`src/asc_pkg.sv`:
```
package asc_pkg;
////////////////////////////////////////////////////////////////////////////////
// Notes on behaviour
// - auto sampling restarts right after conversion ends
// - trigger code 111 ends sampling by counter
// - clock select zero uses system clock
// - conversion clock is cycle times prescaler plus one
// - each conversion lasts twelve conversion clocks
// - sample time counts conversion clocks, zero allowed
// - count 01, sequential: channels zero then one
// - count 00 uses channel zero only
// - each trigger ends sampling, starts conversion
// - results fill locations 0 to 15 in order
// - code 1111 interrupts after sixteen, then restarts
// - split bit zero gives one sixteen word buffer
// - half status bit shows which half fills
// - alternate bit zero always uses primary selects
// - select zero routes input zero and ground
// - scan enable overrides channel zero positive select
// - scan converts inputs upward, one per sequence
// - six scanned inputs fill 0-5, then restart
// - format 3 gives signed Q15 fraction
// - scan mask bits pick inputs, ascending order
// - conversions per interrupt is field plus one, sequences when simultaneous
// - interrupt reinitialises buffer and scan position

////////////////////////////////////////////////////////////////////////////////
// register byte offsets
localparam logic [7:0] OFS_CTRL_ONE   = 8'h00;
localparam logic [7:0] OFS_CTRL_TWO   = 8'h04;
localparam logic [7:0] OFS_CTRL_THREE = 8'h08;
localparam logic [7:0] OFS_CH_SEL     = 8'h0C;
localparam logic [7:0] OFS_SCAN_SEL   = 8'h10;
localparam logic [7:0] OFS_STATUS     = 8'h14;
localparam logic [1:0] RESULT_REGION  = 2'h1;  // 0x40..0x7c
// field positions
localparam int ON_BIT = 15;
localparam int OUTPUT_FORMAT_LSB = 8;
localparam int TRIGGER_SOURCE_SELECT_LSB = 5;
localparam int SOFT_TRIG_BIT = 4;
localparam int AUTO_SAMPLE_ENABLE_BIT = 2;
localparam int SAMP_GO_BIT = 1;
localparam int SIMULTANEOUS_SAMPLE_ENABLE_BIT = 12;
localparam int SCAN_BIT = 10;
localparam int CHANNEL_COUNT_SELECT_LSB = 8;
localparam int HALF_BIT = 7;
localparam int CPI_LSB = 2;
localparam int SPLIT_BIT = 1;
localparam int ALT_BIT = 0;
localparam int CLKSRC_BIT = 15;
localparam int AUTO_SAMPLE_TIME_LSB = 8;
localparam int PRESC_LSB = 0;
localparam int POSA_LSB = 0;
localparam int NEGA_BIT = 7;
localparam int POSB_LSB = 8;
localparam int NEGB_BIT = 15;
localparam int CH1A_LSB = 16;
localparam int CH1B_LSB = 20;
localparam int IRQ_BIT = 0;
localparam int BUSY_BIT = 1;
// values after reset and writable masks
localparam logic [31:0] RST_WORD        = 32'h0000_0000;
localparam logic [31:0] MASK_CTRL_ONE   = 32'h0000_83E4;
localparam logic [31:0] MASK_CTRL_TWO   = 32'h0000_173F;
localparam logic [31:0] MASK_CTRL_THREE = 32'h0000_9FFF;
localparam logic [31:0] MASK_CH_SEL     = 32'h00FF_8F8F;
localparam logic [31:0] MASK_SCAN_SEL   = 32'h0000_FFFF;
// codes
localparam logic [1:0] RESP_OKAY   = 2'h0;
localparam logic [1:0] RESP_SLVERR = 2'h2;
localparam logic [2:0] TRIG_SOFT   = 3'h0;
localparam logic [2:0] TRIG_AUTO   = 3'h7;
localparam logic [1:0] FMT_UINT    = 2'h0;
localparam logic [1:0] FMT_SINT    = 2'h1;
localparam logic [1:0] FMT_UFRAC   = 2'h2;
localparam logic [1:0] FMT_Q15     = 2'h3;
// conversion length in conversion clock periods
localparam logic [3:0] CONV_TAD_PERIODS = 4'hC;

typedef enum logic [1:0] {SEQ_IDLE, SEQ_SAMPLE, SEQ_CONVERT}
    asc_state_type;

// everything driven toward the sample-and-hold and converter core
typedef struct packed {
    logic [1:0] shSample;   // sample-and-hold 1/0 tracking
    logic       convStart;  // one-cycle pulse per conversion
    logic       convSel;    // hold being converted
    logic [3:0] ch0Pos;     // hold zero positive input
    logic       ch0Neg;     // hold zero negative: 0 = ground
    logic [3:0] ch1Pos;     // hold one positive input
} asc_core_type;

endpackage : asc_pkg

```
`src/asc_sequencer.sv`:
```
// The address map and the AXI4-Lite register port were chosen for this implementation.
`timescale 1ns/1ps
module asc_sequencer (
    input  wire logic               mclk,
    input  wire logic               rst,
    input  wire logic [7:0]         awaddr,
    input  wire logic               awvalid,
    output logic                    awready,
    input  wire logic [31:0]        wdata,
    input  wire logic [3:0]         wstrb,
    input  wire logic               wvalid,
    output logic                    wready,
    output logic [1:0]              bresp,
    output logic                    bvalid,
    input  wire logic               bready,
    input  wire logic [7:0]         araddr,
    input  wire logic               arvalid,
    output logic                    arready,
    output logic [31:0]             rdata,
    output logic [1:0]              rresp,
    output logic                    rvalid,
    input  wire logic               rready,
    input  wire logic               rcClkIn,
    input  wire logic               extTrigIn,
    input  wire logic [9:0]         convResult,
    output asc_pkg::asc_core_type   coreOut,
    output logic                    irqFlag
);

////////////////////////////////////////////////////////////////////////////////
// helpers

// byte-lane merge of a write into a stored word
function automatic logic [31:0] mergeStrb(input logic [31:0] old,
    input logic [31:0] nw, input logic [3:0] strb, input logic [31:0] msk);
    logic [31:0] res;
    res = old;
    for (int i = 0; i < 4; i++)
    begin
        if (strb[i])
            res[i*8 +: 8] = nw[i*8 +: 8];
    end
    return res & msk;
endfunction : mergeStrb

// lowest selected input at or above start, else lowest selected
function automatic logic [3:0] nextScan(input logic [15:0] mask,
    input logic [4:0] start);
    logic [3:0] pick;
    logic [3:0] low;
    logic       hit;
    pick = 4'h0;
    low  = 4'h0;
    hit  = 1'b0;
    for (int i = 15; i >= 0; i--)
    begin
        if (mask[i])
        begin
            low = 4'(i);
            if (5'(i) >= start)
            begin
                pick = 4'(i);
                hit  = 1'b1;
            end
        end
    end
    return hit ? pick : low;
endfunction : nextScan

// ten-bit code to the selected output format
function automatic logic [15:0] formatRes(input logic [9:0] r,
    input logic [1:0] fmt);
    logic [15:0] v;
    case (fmt)
        asc_pkg::FMT_UINT:  v = {6'h00, r};
        asc_pkg::FMT_SINT:  v = {{7{~r[9]}}, r[8:0]};
        asc_pkg::FMT_UFRAC: v = {r, 6'h00};
        asc_pkg::FMT_Q15:   v = {~r[9], r[8:0], 6'h00};
        default:            v = {6'h00, r};
    endcase
    return v;
endfunction : formatRes

// offset decode shared by the read and write paths
function automatic logic isMapped(input logic [7:0] a);
    return (a[7:6] == asc_pkg::RESULT_REGION) ||
           (a <= asc_pkg::OFS_STATUS && a[1:0] == 2'h0);
endfunction : isMapped

////////////////////////////////////////////////////////////////////////////////
// declarations
logic [2:0]  rcSync_q;      // rc clock: two sync stages and a history
logic [2:0]  trSync_q;      // external trigger, same arrangement
logic [7:0]  awAddr_q;      // held write address
logic [31:0] wData_q;       // held write data
logic [3:0]  wStrb_q;       // held write strobes
logic        awRdy_q;       // write address slot free
logic        wRdy_q;        // write data slot free
logic        bValid_q;
logic [1:0]  bResp_q;
logic        arRdy_q;
logic        rValid_q;
logic [31:0] rData_q;
logic [1:0]  rResp_q;
logic [31:0] ctl1_q;        // converter_control_one
logic [31:0] ctl2_q;        // converter_control_two
logic [31:0] ctl3_q;        // converter_control_three
logic [31:0] chSel_q;       // primary and secondary input selects
logic [31:0] scanSel_q;     // scan_input_select
logic        softTrig_q;    // software conversion trigger pulse
logic        sampGo_q;      // software sample start pulse
logic [15:0] results_q [16];
asc_pkg::asc_state_type state_q;
logic [7:0]  pre_q;         // prescaler phase
logic [3:0]  tadCnt_q;      // conversion clocks into this conversion
logic [4:0]  sampCnt_q;     // conversion clocks into sampling
logic        convSel_q;     // hold being converted
logic [3:0]  bufPtr_q;
logic        halfSel_q;     // buffer_half_status
logic [3:0]  convCnt_q;
logic [3:0]  scanPos_q;
logic        altPhase_q;    // 1 while the secondary selects are in use
logic        irqFlag_q;     // converter_irq_flag
asc_pkg::asc_core_type core_q;

////////////////////////////////////////////////////////////////////////////////
// control fields
logic        moduleOn;
logic        autoSample;
logic [2:0]  trigSrc;
logic [1:0]  outFmt;
logic [1:0]  chanCount;
logic        simSample;
logic        scanEn;
logic [3:0]  convPerIrq;
logic        splitMode;
logic        altEn;
logic        rcSel;
logic [4:0]  sampTime;
logic [7:0]  prescaler;
logic [15:0] scanMask;
assign moduleOn   = ctl1_q[asc_pkg::ON_BIT];
assign autoSample = ctl1_q[asc_pkg::AUTO_SAMPLE_ENABLE_BIT];
assign trigSrc    = ctl1_q[asc_pkg::TRIGGER_SOURCE_SELECT_LSB +: 3];
assign outFmt     = ctl1_q[asc_pkg::OUTPUT_FORMAT_LSB +: 2];
assign chanCount  = ctl2_q[asc_pkg::CHANNEL_COUNT_SELECT_LSB +: 2];
assign simSample  = ctl2_q[asc_pkg::SIMULTANEOUS_SAMPLE_ENABLE_BIT];
assign scanEn     = ctl2_q[asc_pkg::SCAN_BIT];
assign convPerIrq = ctl2_q[asc_pkg::CPI_LSB +: 4];
assign splitMode  = ctl2_q[asc_pkg::SPLIT_BIT];
assign altEn      = ctl2_q[asc_pkg::ALT_BIT];
assign rcSel      = ctl3_q[asc_pkg::CLKSRC_BIT];
assign sampTime   = ctl3_q[asc_pkg::AUTO_SAMPLE_TIME_LSB +: 5];
assign prescaler  = ctl3_q[asc_pkg::PRESC_LSB +: 8];
assign scanMask   = scanSel_q[15:0];

////////////////////////////////////////////////////////////////////////////////
// input synchronisers; only stage two and the history feed logic
always_ff @(posedge mclk)
begin
    if (rst)
    begin
        rcSync_q <= 3'h0;
        trSync_q <= 3'h0;
    end
    else
    begin
        rcSync_q <= {rcSync_q[1:0], rcClkIn};
        trSync_q <= {trSync_q[1:0], extTrigIn};
    end
end

logic rcEdge;
logic extEdge;
assign rcEdge  = rcSync_q[1] & ~rcSync_q[2];
assign extEdge = trSync_q[1] & ~trSync_q[2];

////////////////////////////////////////////////////////////////////////////////
// axi4-lite write channel: address and data taken in either order
logic wrEn;
logic wrOk;
assign wrEn = ~awRdy_q & ~wRdy_q & ~bValid_q;
assign wrOk = isMapped(awAddr_q);

always_ff @(posedge mclk)
begin
    if (rst)
    begin
        awRdy_q  <= 1'b1;
        wRdy_q   <= 1'b1;
        bValid_q <= 1'b0;
        bResp_q  <= asc_pkg::RESP_OKAY;
        awAddr_q <= 8'h00;
        wData_q  <= 32'h0000_0000;
        wStrb_q  <= 4'h0;
    end
    else
    begin
        if (awvalid && awRdy_q)
        begin
            awAddr_q <= awaddr;
            awRdy_q  <= 1'b0;
        end
        if (wvalid && wRdy_q)
        begin
            wData_q <= wdata;
            wStrb_q <= wstrb;
            wRdy_q  <= 1'b0;
        end
        if (wrEn)
        begin
            bValid_q <= 1'b1;
            bResp_q  <= wrOk ? asc_pkg::RESP_OKAY : asc_pkg::RESP_SLVERR;
        end
        else if (bValid_q && bready)
        begin
            // both slots reopen only once the response is taken
            bValid_q <= 1'b0;
            awRdy_q  <= 1'b1;
            wRdy_q   <= 1'b1;
        end
    end
end

////////////////////////////////////////////////////////////////////////////////
// configuration registers; writes to the result region are dropped
logic wrCtl1;
logic irqClr;
assign wrCtl1 = wrEn && awAddr_q == asc_pkg::OFS_CTRL_ONE;
assign irqClr = wrEn && awAddr_q == asc_pkg::OFS_STATUS &&
                wStrb_q[0] && wData_q[asc_pkg::IRQ_BIT];

always_ff @(posedge mclk)
begin
    if (rst)
    begin
        ctl1_q    <= asc_pkg::RST_WORD;
        ctl2_q    <= asc_pkg::RST_WORD;
        ctl3_q    <= asc_pkg::RST_WORD;
        chSel_q   <= asc_pkg::RST_WORD;
        scanSel_q <= asc_pkg::RST_WORD;
    end
    else if (wrEn)
    begin
        case (awAddr_q)
            asc_pkg::OFS_CTRL_ONE:
                ctl1_q <= mergeStrb(ctl1_q, wData_q, wStrb_q,
                                    asc_pkg::MASK_CTRL_ONE);
            asc_pkg::OFS_CTRL_TWO:
                ctl2_q <= mergeStrb(ctl2_q, wData_q, wStrb_q,
                                    asc_pkg::MASK_CTRL_TWO);
            asc_pkg::OFS_CTRL_THREE:
                ctl3_q <= mergeStrb(ctl3_q, wData_q, wStrb_q,
                                    asc_pkg::MASK_CTRL_THREE);
            asc_pkg::OFS_CH_SEL:
                chSel_q <= mergeStrb(chSel_q, wData_q, wStrb_q,
                                     asc_pkg::MASK_CH_SEL);
            asc_pkg::OFS_SCAN_SEL:
                scanSel_q <= mergeStrb(scanSel_q, wData_q, wStrb_q,
                                       asc_pkg::MASK_SCAN_SEL);
            default: ;  // status handled below, results read only
        endcase
    end
end

// self-clearing command bits in control one, read back as zero
always_ff @(posedge mclk)
begin
    if (rst)
    begin
        softTrig_q <= 1'b0;
        sampGo_q   <= 1'b0;
    end
    else
    begin
        softTrig_q <= wrCtl1 && wStrb_q[0] &&
                      wData_q[asc_pkg::SOFT_TRIG_BIT];
        sampGo_q   <= wrCtl1 && wStrb_q[0] &&
                      wData_q[asc_pkg::SAMP_GO_BIT];
    end
end

////////////////////////////////////////////////////////////////////////////////
// axi4-lite read channel: data one cycle after the address is taken
logic [31:0] rdMux;
always_comb
begin
    rdMux = 32'h0000_0000;
    if (araddr[7:6] == asc_pkg::RESULT_REGION)
        rdMux = {16'h0000, results_q[araddr[5:2]]};
    else
    begin
        case (araddr)
            asc_pkg::OFS_CTRL_ONE:   rdMux = ctl1_q;
            asc_pkg::OFS_CTRL_TWO:
            begin
                rdMux = ctl2_q;
                rdMux[asc_pkg::HALF_BIT] = halfSel_q;
            end
            asc_pkg::OFS_CTRL_THREE: rdMux = ctl3_q;
            asc_pkg::OFS_CH_SEL:     rdMux = chSel_q;
            asc_pkg::OFS_SCAN_SEL:   rdMux = scanSel_q;
            asc_pkg::OFS_STATUS:
            begin
                rdMux[asc_pkg::IRQ_BIT]  = irqFlag_q;
                rdMux[asc_pkg::BUSY_BIT] = state_q != asc_pkg::SEQ_IDLE;
            end
            default: rdMux = 32'h0000_0000;
        endcase
    end
end

always_ff @(posedge mclk)
begin
    if (rst)
    begin
        arRdy_q  <= 1'b1;
        rValid_q <= 1'b0;
        rData_q  <= 32'h0000_0000;
        rResp_q  <= asc_pkg::RESP_OKAY;
    end
    else if (arvalid && arRdy_q)
    begin
        arRdy_q  <= 1'b0;
        rValid_q <= 1'b1;
        rData_q  <= rdMux;
        rResp_q  <= isMapped(araddr) ? asc_pkg::RESP_OKAY
                                     : asc_pkg::RESP_SLVERR;
    end
    else if (rValid_q && rready)
    begin
        rValid_q <= 1'b0;
        arRdy_q  <= 1'b1;
    end
end

////////////////////////////////////////////////////////////////////////////////
// sequencing decisions
logic srcTick;
logic tadTick;
logic lastChan;
logic convEnd;
logic trigHit;
logic seqTwo;
assign srcTick  = rcSel ? rcEdge : 1'b1;
assign tadTick  = srcTick && pre_q == prescaler;
assign lastChan = chanCount == 2'h0 || convSel_q;
assign seqTwo   = chanCount != 2'h0 && !simSample;
assign convEnd  = state_q == asc_pkg::SEQ_CONVERT && tadTick &&
                  tadCnt_q == asc_pkg::CONV_TAD_PERIODS - 4'h1;

always_comb
begin
    case (trigSrc)
        asc_pkg::TRIG_AUTO: trigHit = sampCnt_q >= sampTime;
        asc_pkg::TRIG_SOFT: trigHit = softTrig_q;
        default:            trigHit = extEdge;
    endcase
end

////////////////////////////////////////////////////////////////////////////////
// sample/convert state machine with the conversion clock divider;
// the divider restarts on each phase so a conversion is whole periods
always_ff @(posedge mclk)
begin
    if (rst || !moduleOn)
    begin
        state_q   <= asc_pkg::SEQ_IDLE;
        pre_q     <= 8'h00;
        tadCnt_q  <= 4'h0;
        sampCnt_q <= 5'h00;
        convSel_q <= 1'b0;
    end
    else
    begin
        pre_q <= (srcTick && tadTick) ? 8'h00
               : srcTick ? pre_q + 8'h01 : pre_q;
        case (state_q)
            asc_pkg::SEQ_IDLE:
            begin
                if (autoSample || sampGo_q)
                begin
                    state_q   <= asc_pkg::SEQ_SAMPLE;
                    pre_q     <= 8'h00;
                    sampCnt_q <= 5'h00;
                end
            end
            asc_pkg::SEQ_SAMPLE:
            begin
                if (tadTick && sampCnt_q != 5'h1F)
                    sampCnt_q <= sampCnt_q + 5'h01;
                if (trigHit)
                begin
                    state_q   <= asc_pkg::SEQ_CONVERT;
                    pre_q     <= 8'h00;
                    tadCnt_q  <= 4'h0;
                    convSel_q <= 1'b0;
                end
            end
            asc_pkg::SEQ_CONVERT:
            begin
                if (tadTick)
                    tadCnt_q <= tadCnt_q + 4'h1;
                if (convEnd && !lastChan)
                begin
                    // second hold converts straight after the first
                    convSel_q <= 1'b1;
                    tadCnt_q  <= 4'h0;
                    pre_q     <= 8'h00;
                end
                else if (convEnd)
                begin
                    state_q   <= autoSample ? asc_pkg::SEQ_SAMPLE
                                            : asc_pkg::SEQ_IDLE;
                    pre_q     <= 8'h00;
                    sampCnt_q <= 5'h00;
                    convSel_q <= 1'b0;
                end
            end
            default: state_q <= asc_pkg::SEQ_IDLE;
        endcase
    end
end

////////////////////////////////////////////////////////////////////////////////
// buffer position, scan position and conversion count
logic       countStep;
logic       hitCount;
logic [3:0] curScan;
logic [3:0] wrIdx;
assign curScan   = nextScan(scanMask, {1'b0, scanPos_q});
// simultaneous mode counts whole sequences, other modes every channel
assign countStep = convEnd && (seqTwo || lastChan);
assign hitCount  = countStep && convCnt_q == convPerIrq;
assign wrIdx     = splitMode ? {halfSel_q, bufPtr_q[2:0]}
                             : bufPtr_q;

always_ff @(posedge mclk)
begin
    if (rst || !moduleOn)
    begin
        bufPtr_q   <= 4'h0;
        halfSel_q  <= 1'b0;
        convCnt_q  <= 4'h0;
        scanPos_q  <= 4'h0;
        altPhase_q <= 1'b0;
    end
    else if (hitCount)
    begin
        // restart from the top of the sequence after each interrupt
        bufPtr_q   <= 4'h0;
        convCnt_q  <= 4'h0;
        scanPos_q  <= nextScan(scanMask, 5'h00);
        altPhase_q <= 1'b0;
        halfSel_q  <= splitMode & ~halfSel_q;
    end
    else
    begin
        if (countStep)
            convCnt_q <= convCnt_q + 4'h1;
        if (convEnd)
            bufPtr_q <= bufPtr_q + 4'h1;
        if (convEnd && lastChan)
        begin
            scanPos_q  <= nextScan(scanMask, 5'(curScan) + 5'h01);
            altPhase_q <= altEn & ~altPhase_q;
        end
    end
end

// result store; a word stays until it is overwritten
always_ff @(posedge mclk)
begin
    if (convEnd)
        results_q[wrIdx] <= formatRes(convResult, outFmt);
end

// interrupt flag: an arriving event beats a same-cycle clear
always_ff @(posedge mclk)
begin
    if (rst)
        irqFlag_q <= 1'b0;
    else
        irqFlag_q <= hitCount || (irqFlag_q && !irqClr);
end

////////////////////////////////////////////////////////////////////////////////
// drive to the analog core, registered so every pin comes off a flop
logic useAlt;
logic sampling;
logic launch;
assign useAlt   = altEn && altPhase_q;
assign sampling = state_q == asc_pkg::SEQ_SAMPLE;
assign launch   = (sampling && trigHit) || (convEnd && !lastChan);

always_ff @(posedge mclk)
begin
    if (rst)
        core_q <= '0;
    else
    begin
        core_q.shSample[0] <= sampling;
        // sequential hold one keeps tracking while hold zero converts
        core_q.shSample[1] <= chanCount != 2'h0 && (sampling ||
            (seqTwo && state_q == asc_pkg::SEQ_CONVERT && !convSel_q));
        core_q.convStart   <= launch && moduleOn;
        core_q.convSel     <= convSel_q || (convEnd && !lastChan);
        core_q.ch0Pos      <= scanEn ? curScan
            : useAlt ? chSel_q[asc_pkg::POSB_LSB +: 4]
                     : chSel_q[asc_pkg::POSA_LSB +: 4];
        core_q.ch0Neg      <= useAlt ? chSel_q[asc_pkg::NEGB_BIT]
                                     : chSel_q[asc_pkg::NEGA_BIT];
        core_q.ch1Pos      <= useAlt ? chSel_q[asc_pkg::CH1B_LSB +: 4]
                                     : chSel_q[asc_pkg::CH1A_LSB +: 4];
    end
end

assign awready = awRdy_q;
assign wready  = wRdy_q;
assign bvalid  = bValid_q;
assign bresp   = bResp_q;
assign arready = arRdy_q;
assign rvalid  = rValid_q;
assign rdata   = rData_q;
assign rresp   = rResp_q;
assign coreOut = core_q;
assign irqFlag = irqFlag_q;

endmodule : asc_sequencer

```
`config.mk`:
```
export PLATFORM = sky130hd
export DESIGN_NAME = asc_sequencer
export DESIGN_NICKNAME = d
export VERILOG_FILES = /design/src/asc_pkg.sv /design/src/asc_sequencer.sv
export SDC_FILE = /design/constraint.sdc
export NUM_CORES = 1
export LEC_CHECK = 0
export BUFFER_PORTS_ARGS = -buffer_cell sky130_fd_sc_hd__buf_2
export CAP_MARGIN = 20
export CORE_UTILIZATION = 45
export CTS_CLUSTER_DIAMETER = 80
export DETAILED_ROUTE_END_ITERATION = 10
export PLACE_DENSITY = 0.72
export SLEW_MARGIN = 25
export SYNTH_ARGS = -nofsm -noshare
export SYNTH_HDL_FRONTEND = slang
export SYNTH_SLANG_ARGS = --single-unit
```
`constraint.sdc`:
```
create_clock -name mclk -period 4.2 [get_ports mclk]
set_input_delay 0 -clock mclk [delete_from_list [all_inputs] [get_ports mclk]]
set_output_delay 0 -clock mclk [all_outputs]
set_load 0.01 [all_outputs]
```
==> summary.md <==
| Metric | Value |
|---|---|
| Die span in x | around 210 um |
| Mean routed wirelength per cell | 22.74 um |
| Largest net degree at the start of global routing | 86 |
| Relative slew slack | 32.77% |
| Die Y | 208.8 um |
| Row cnt | 75 |
| Final hold violations | 0 |
| Vias in the first global route | 13214 |
| DRT antenna net count | 0 |
| DRC | 0 |
| Ports | approximately 130 |
| Max FO, Critical Path | 5 |
| Max-cap violations | 0 |
| Critical path type | reg -> reg |
| Worst path cell trace | nand2b_1 -> o311ai_0 -> a2111o_1 -> a2111oi_4 -> nor2_2 -> ha_1 -> buf_4 -> or3_2 -> o211ai_1 -> nand2_1 -> a22o_2 -> a2111oi_1 -> a21oi_1 -> o32ai_2 |
| Slew @ Worst Pin | 1.008 ns |
| GRT Overall Usage | between 20% and 30% |
| Register area | between 10000 and 15000 um^2 |
| Clock Skew | ~0.018 ns |
| Final setup fails | 0 |
| Post-synthesis async set-or-reset flop share | 0% |
| Mapped Area | 19240 um^2 |
| DP Area | about 20000 um^2 |
| Critical path's top delay family | compound AO/OA/AOI/OAI gates |
| Hpwl dp | 33500 um |
| Placed cell count | 2165 |
| Root buf cell | clkbuf_16 |
| Synth warnings | 0 |
| Share of cells above drive strength 1 | 21.11% |
| ANT cells | 0 |
| Min Hold Slack | 0.03157 ns |
| Vias/cell | 5.879 |
| Input/output buffers | 106 |
| Slew Limit Fails | 0 |
| Clk pin slew, worst setup/hold paths | ~0.07 ns |
| Seq/Total Area, Yosys | between 50% and 60% |
| Status | finished, final reports clean |
| Setup_tns | 0 ns |
| Dominant cell type by area after synthesis | edfxtp_1 |
| Leakage | 8.409 nW |
| CP peak stage delay | 0.52 ns |
| Req. time, crit path | 4.66 ns |
| Most frequent cells in the layout | edfxtp_1, nor2_1, dfxtp_1, nand2_1, buf_2 |
| Synth unique cells | a little under 90 |
| Core Region | 42040 um^2 |
| CP endpoint kind | flop |
| Clock Sinks | approximately 440 |
| Post-synth EDFFs | 256 |
| Filler cells | 3418 |
| Dpl ws | -0.01284 ns |
| Mean post-synth cell area | 12.42 um^2 |
| Final Cycle Share | 94.28% |
| Arrival time at the worst endpoint | 4.42 ns |
| Number of detailed-route iterations in the first pass | 6 |
| Worst skew pair latency | 0.57 ns |
| Via count | 13556 |
| Initial core utilization | between 40% and 50% |
| Gr ovfl total | 0 |
| CTS tree | done |
| Startpoint Class | flop |
| Max Buffers Root-to-Sink | 3 |
| Routability Congestion | 0.9385 |
| Design Area, Final | 22610 um^2 |
| Cells after synthesis | 1549 |
| Area occupied by multi-input gates | 7266 um^2 |
| Post-synth top area share | between 30% and 40% |
| Prevailing post-synth register cell | edfxtp_1 |
| P&R area growth vs syn | 17.53% |
| Register bit total from synthesis | 443 |
| # nets final | 1819 |
| Non-filler cells, final | 2306 |
| Commonest non-fill, non-tap cell in the layout | edfxtp_1 |
| CTS Buf Count | 45 |
| Maximum VDD drop | 0.3087 mV |
| Fin util | approximately 54% |
| Reg-to-reg critical path startpoint | scanSel_q[11]$_SDFFE_PP0P_ |
| PnR worst setup slack | 0.2403 ns |
| CP max-delay cell | a2111o_1 |
| Initial antenna violation count | 1 |
| First-pass GRT wire length | 79010 um |
| Synth area leaders | edfxtp_1, dfxtp_1, mux4_2, mux2i_1, nor2_1 |
| Drt total wl | 52430 um |
| Bufs and invs on worst path | 1 |
| Power Dens Cells | 397.7 nW/um^2 |
| Hold Path Class | in -> reg |
| RSZ-0062 raised after global routing | no |
| Pwr Total | 8.991 mW |
| DRT iter0 DRCs | 1381 |
| FMAX | about 0.25 GHz |
| Die Footprint | 43580 um^2 |
| CP Launch Point | scanSel_q[11]$_SDFFE_PP0P_ |
| Minimum clock period | 3.960 ns |
| Min-delay src | convResult[2] |
| H-tree depth | 2 |
flip-flops by register name (all words and copies together), names as in the netlist, 2 cells and up:
register   flops
sampCnt_q      5
pre_q          8
results_q    256
chSel_q       18
scanPos_q      4
wData_q       24
ctl1_q         7
rcSync_q       3
trSync_q       3
coreOut       13
bufPtr_q       4
awAddr_q       8
ctl2_q        10
state_q        2
wStrb_q        3
rdata         24
convCnt_q      4
scanSel_q     16
ctl3_q        14
tadCnt_q       4
where the power goes:
| group | total [mW] | internal [mW] | switching [mW] |
|---|---|---|---|
| Sequential | 4.65 | 4.61 | 0.0442 |
| Clock | 3.90 | 2.20 | 1.70 |
| Combinational | 0.443 | 0.200 | 0.243 |
final cells by class:
class / count / share of cell area, %
sequential: 443 / 50.61
multi-input combinational: 981 / 32.14
timing repair buffer: 234 / 7.516
clock buffer: 58 / 5.418
tap: 539 / 2.983
clock inverter: 25 / 0.8966
inverter: 26 / 0.4427
path summary, 6_finish.rpt:
kind	end	slack [ns]	cells past startpoint
worst min register to register	rcSync_q[1]$_SDFF_PP0_	0.45	1
worst min-delay path	results_q[13][2]$_DFFE_PP_	0.03	2
worst max-delay path	scanPos_q[0]$_SDFFE_PP0P_	0.24	14
worst max register to register	scanPos_q[0]$_SDFFE_PP0P_	0.24	14
per-layer routing:
layer	routed length (um)	global-route usage [%]
met1	20690	31.82
met2	25670	39.71
met3	4293	3.517
met4	1769	9.001
met5	0	0
worst register-to-register path, cell delays in order (launching register included):
cell and delay [ns]:
dfxtp_1 0.40, nand2b_1 0.13, o311ai_0 0.14, a2111o_1 0.52
a2111oi_4 0.40, nor2_2 0.12, ha_1 0.34, buf_4 0.16
or3_2 0.44, o211ai_1 0.19, nand2_1 0.10, a22o_2 0.26
a2111oi_1 0.38, a21oi_1 0.14, o32ai_2 0.15
synth_stat cells (all sizes together), types with 15 or more instances:
master    n
nor3     24
clkbuf   69
ha       17
nor2    183
mux4     80
buf      39
edfxtp  256
mux2i    78
nor2b    20
xor2     15
inv      26
a211oi   19
nand3    36
a21oi    93
nand2   150
dfxtp   187
o21ai    38
cells by family (layout without fill, tap and decap cells):
| logic type | after synthesis | count (layout) | synth area share, % |
|---|---|---|---|
| AND/OR/NAND/NOR | 496 | 496 | 11.78 |
| flip-flops | 443 | 443 | 59.42 |
| AO/OA/AOI/OAI | 270 | 270 | 9.705 |
| multiplexers | 161 | 161 | 13.60 |
| buffers and inverters | 134 | 343 | 3.135 |
| XOR/XNOR | 27 | 27 | 1.229 |
| adder cells (fa/ha/maj) | 17 | 17 | 1.106 |
| other | 1 | 10 | 0.01949 |
what timing repair did:
action,in CTS,in global routing
endpoints found under the hold margin,120,0
endpoints found under the setup margin,1,3
setup buffers,0,2
hold buffers,56,0
cloned,0,0
resized for setup,3,12
pin swaps,0,3
No activity file was read; power rests on OpenSTA's default activity.
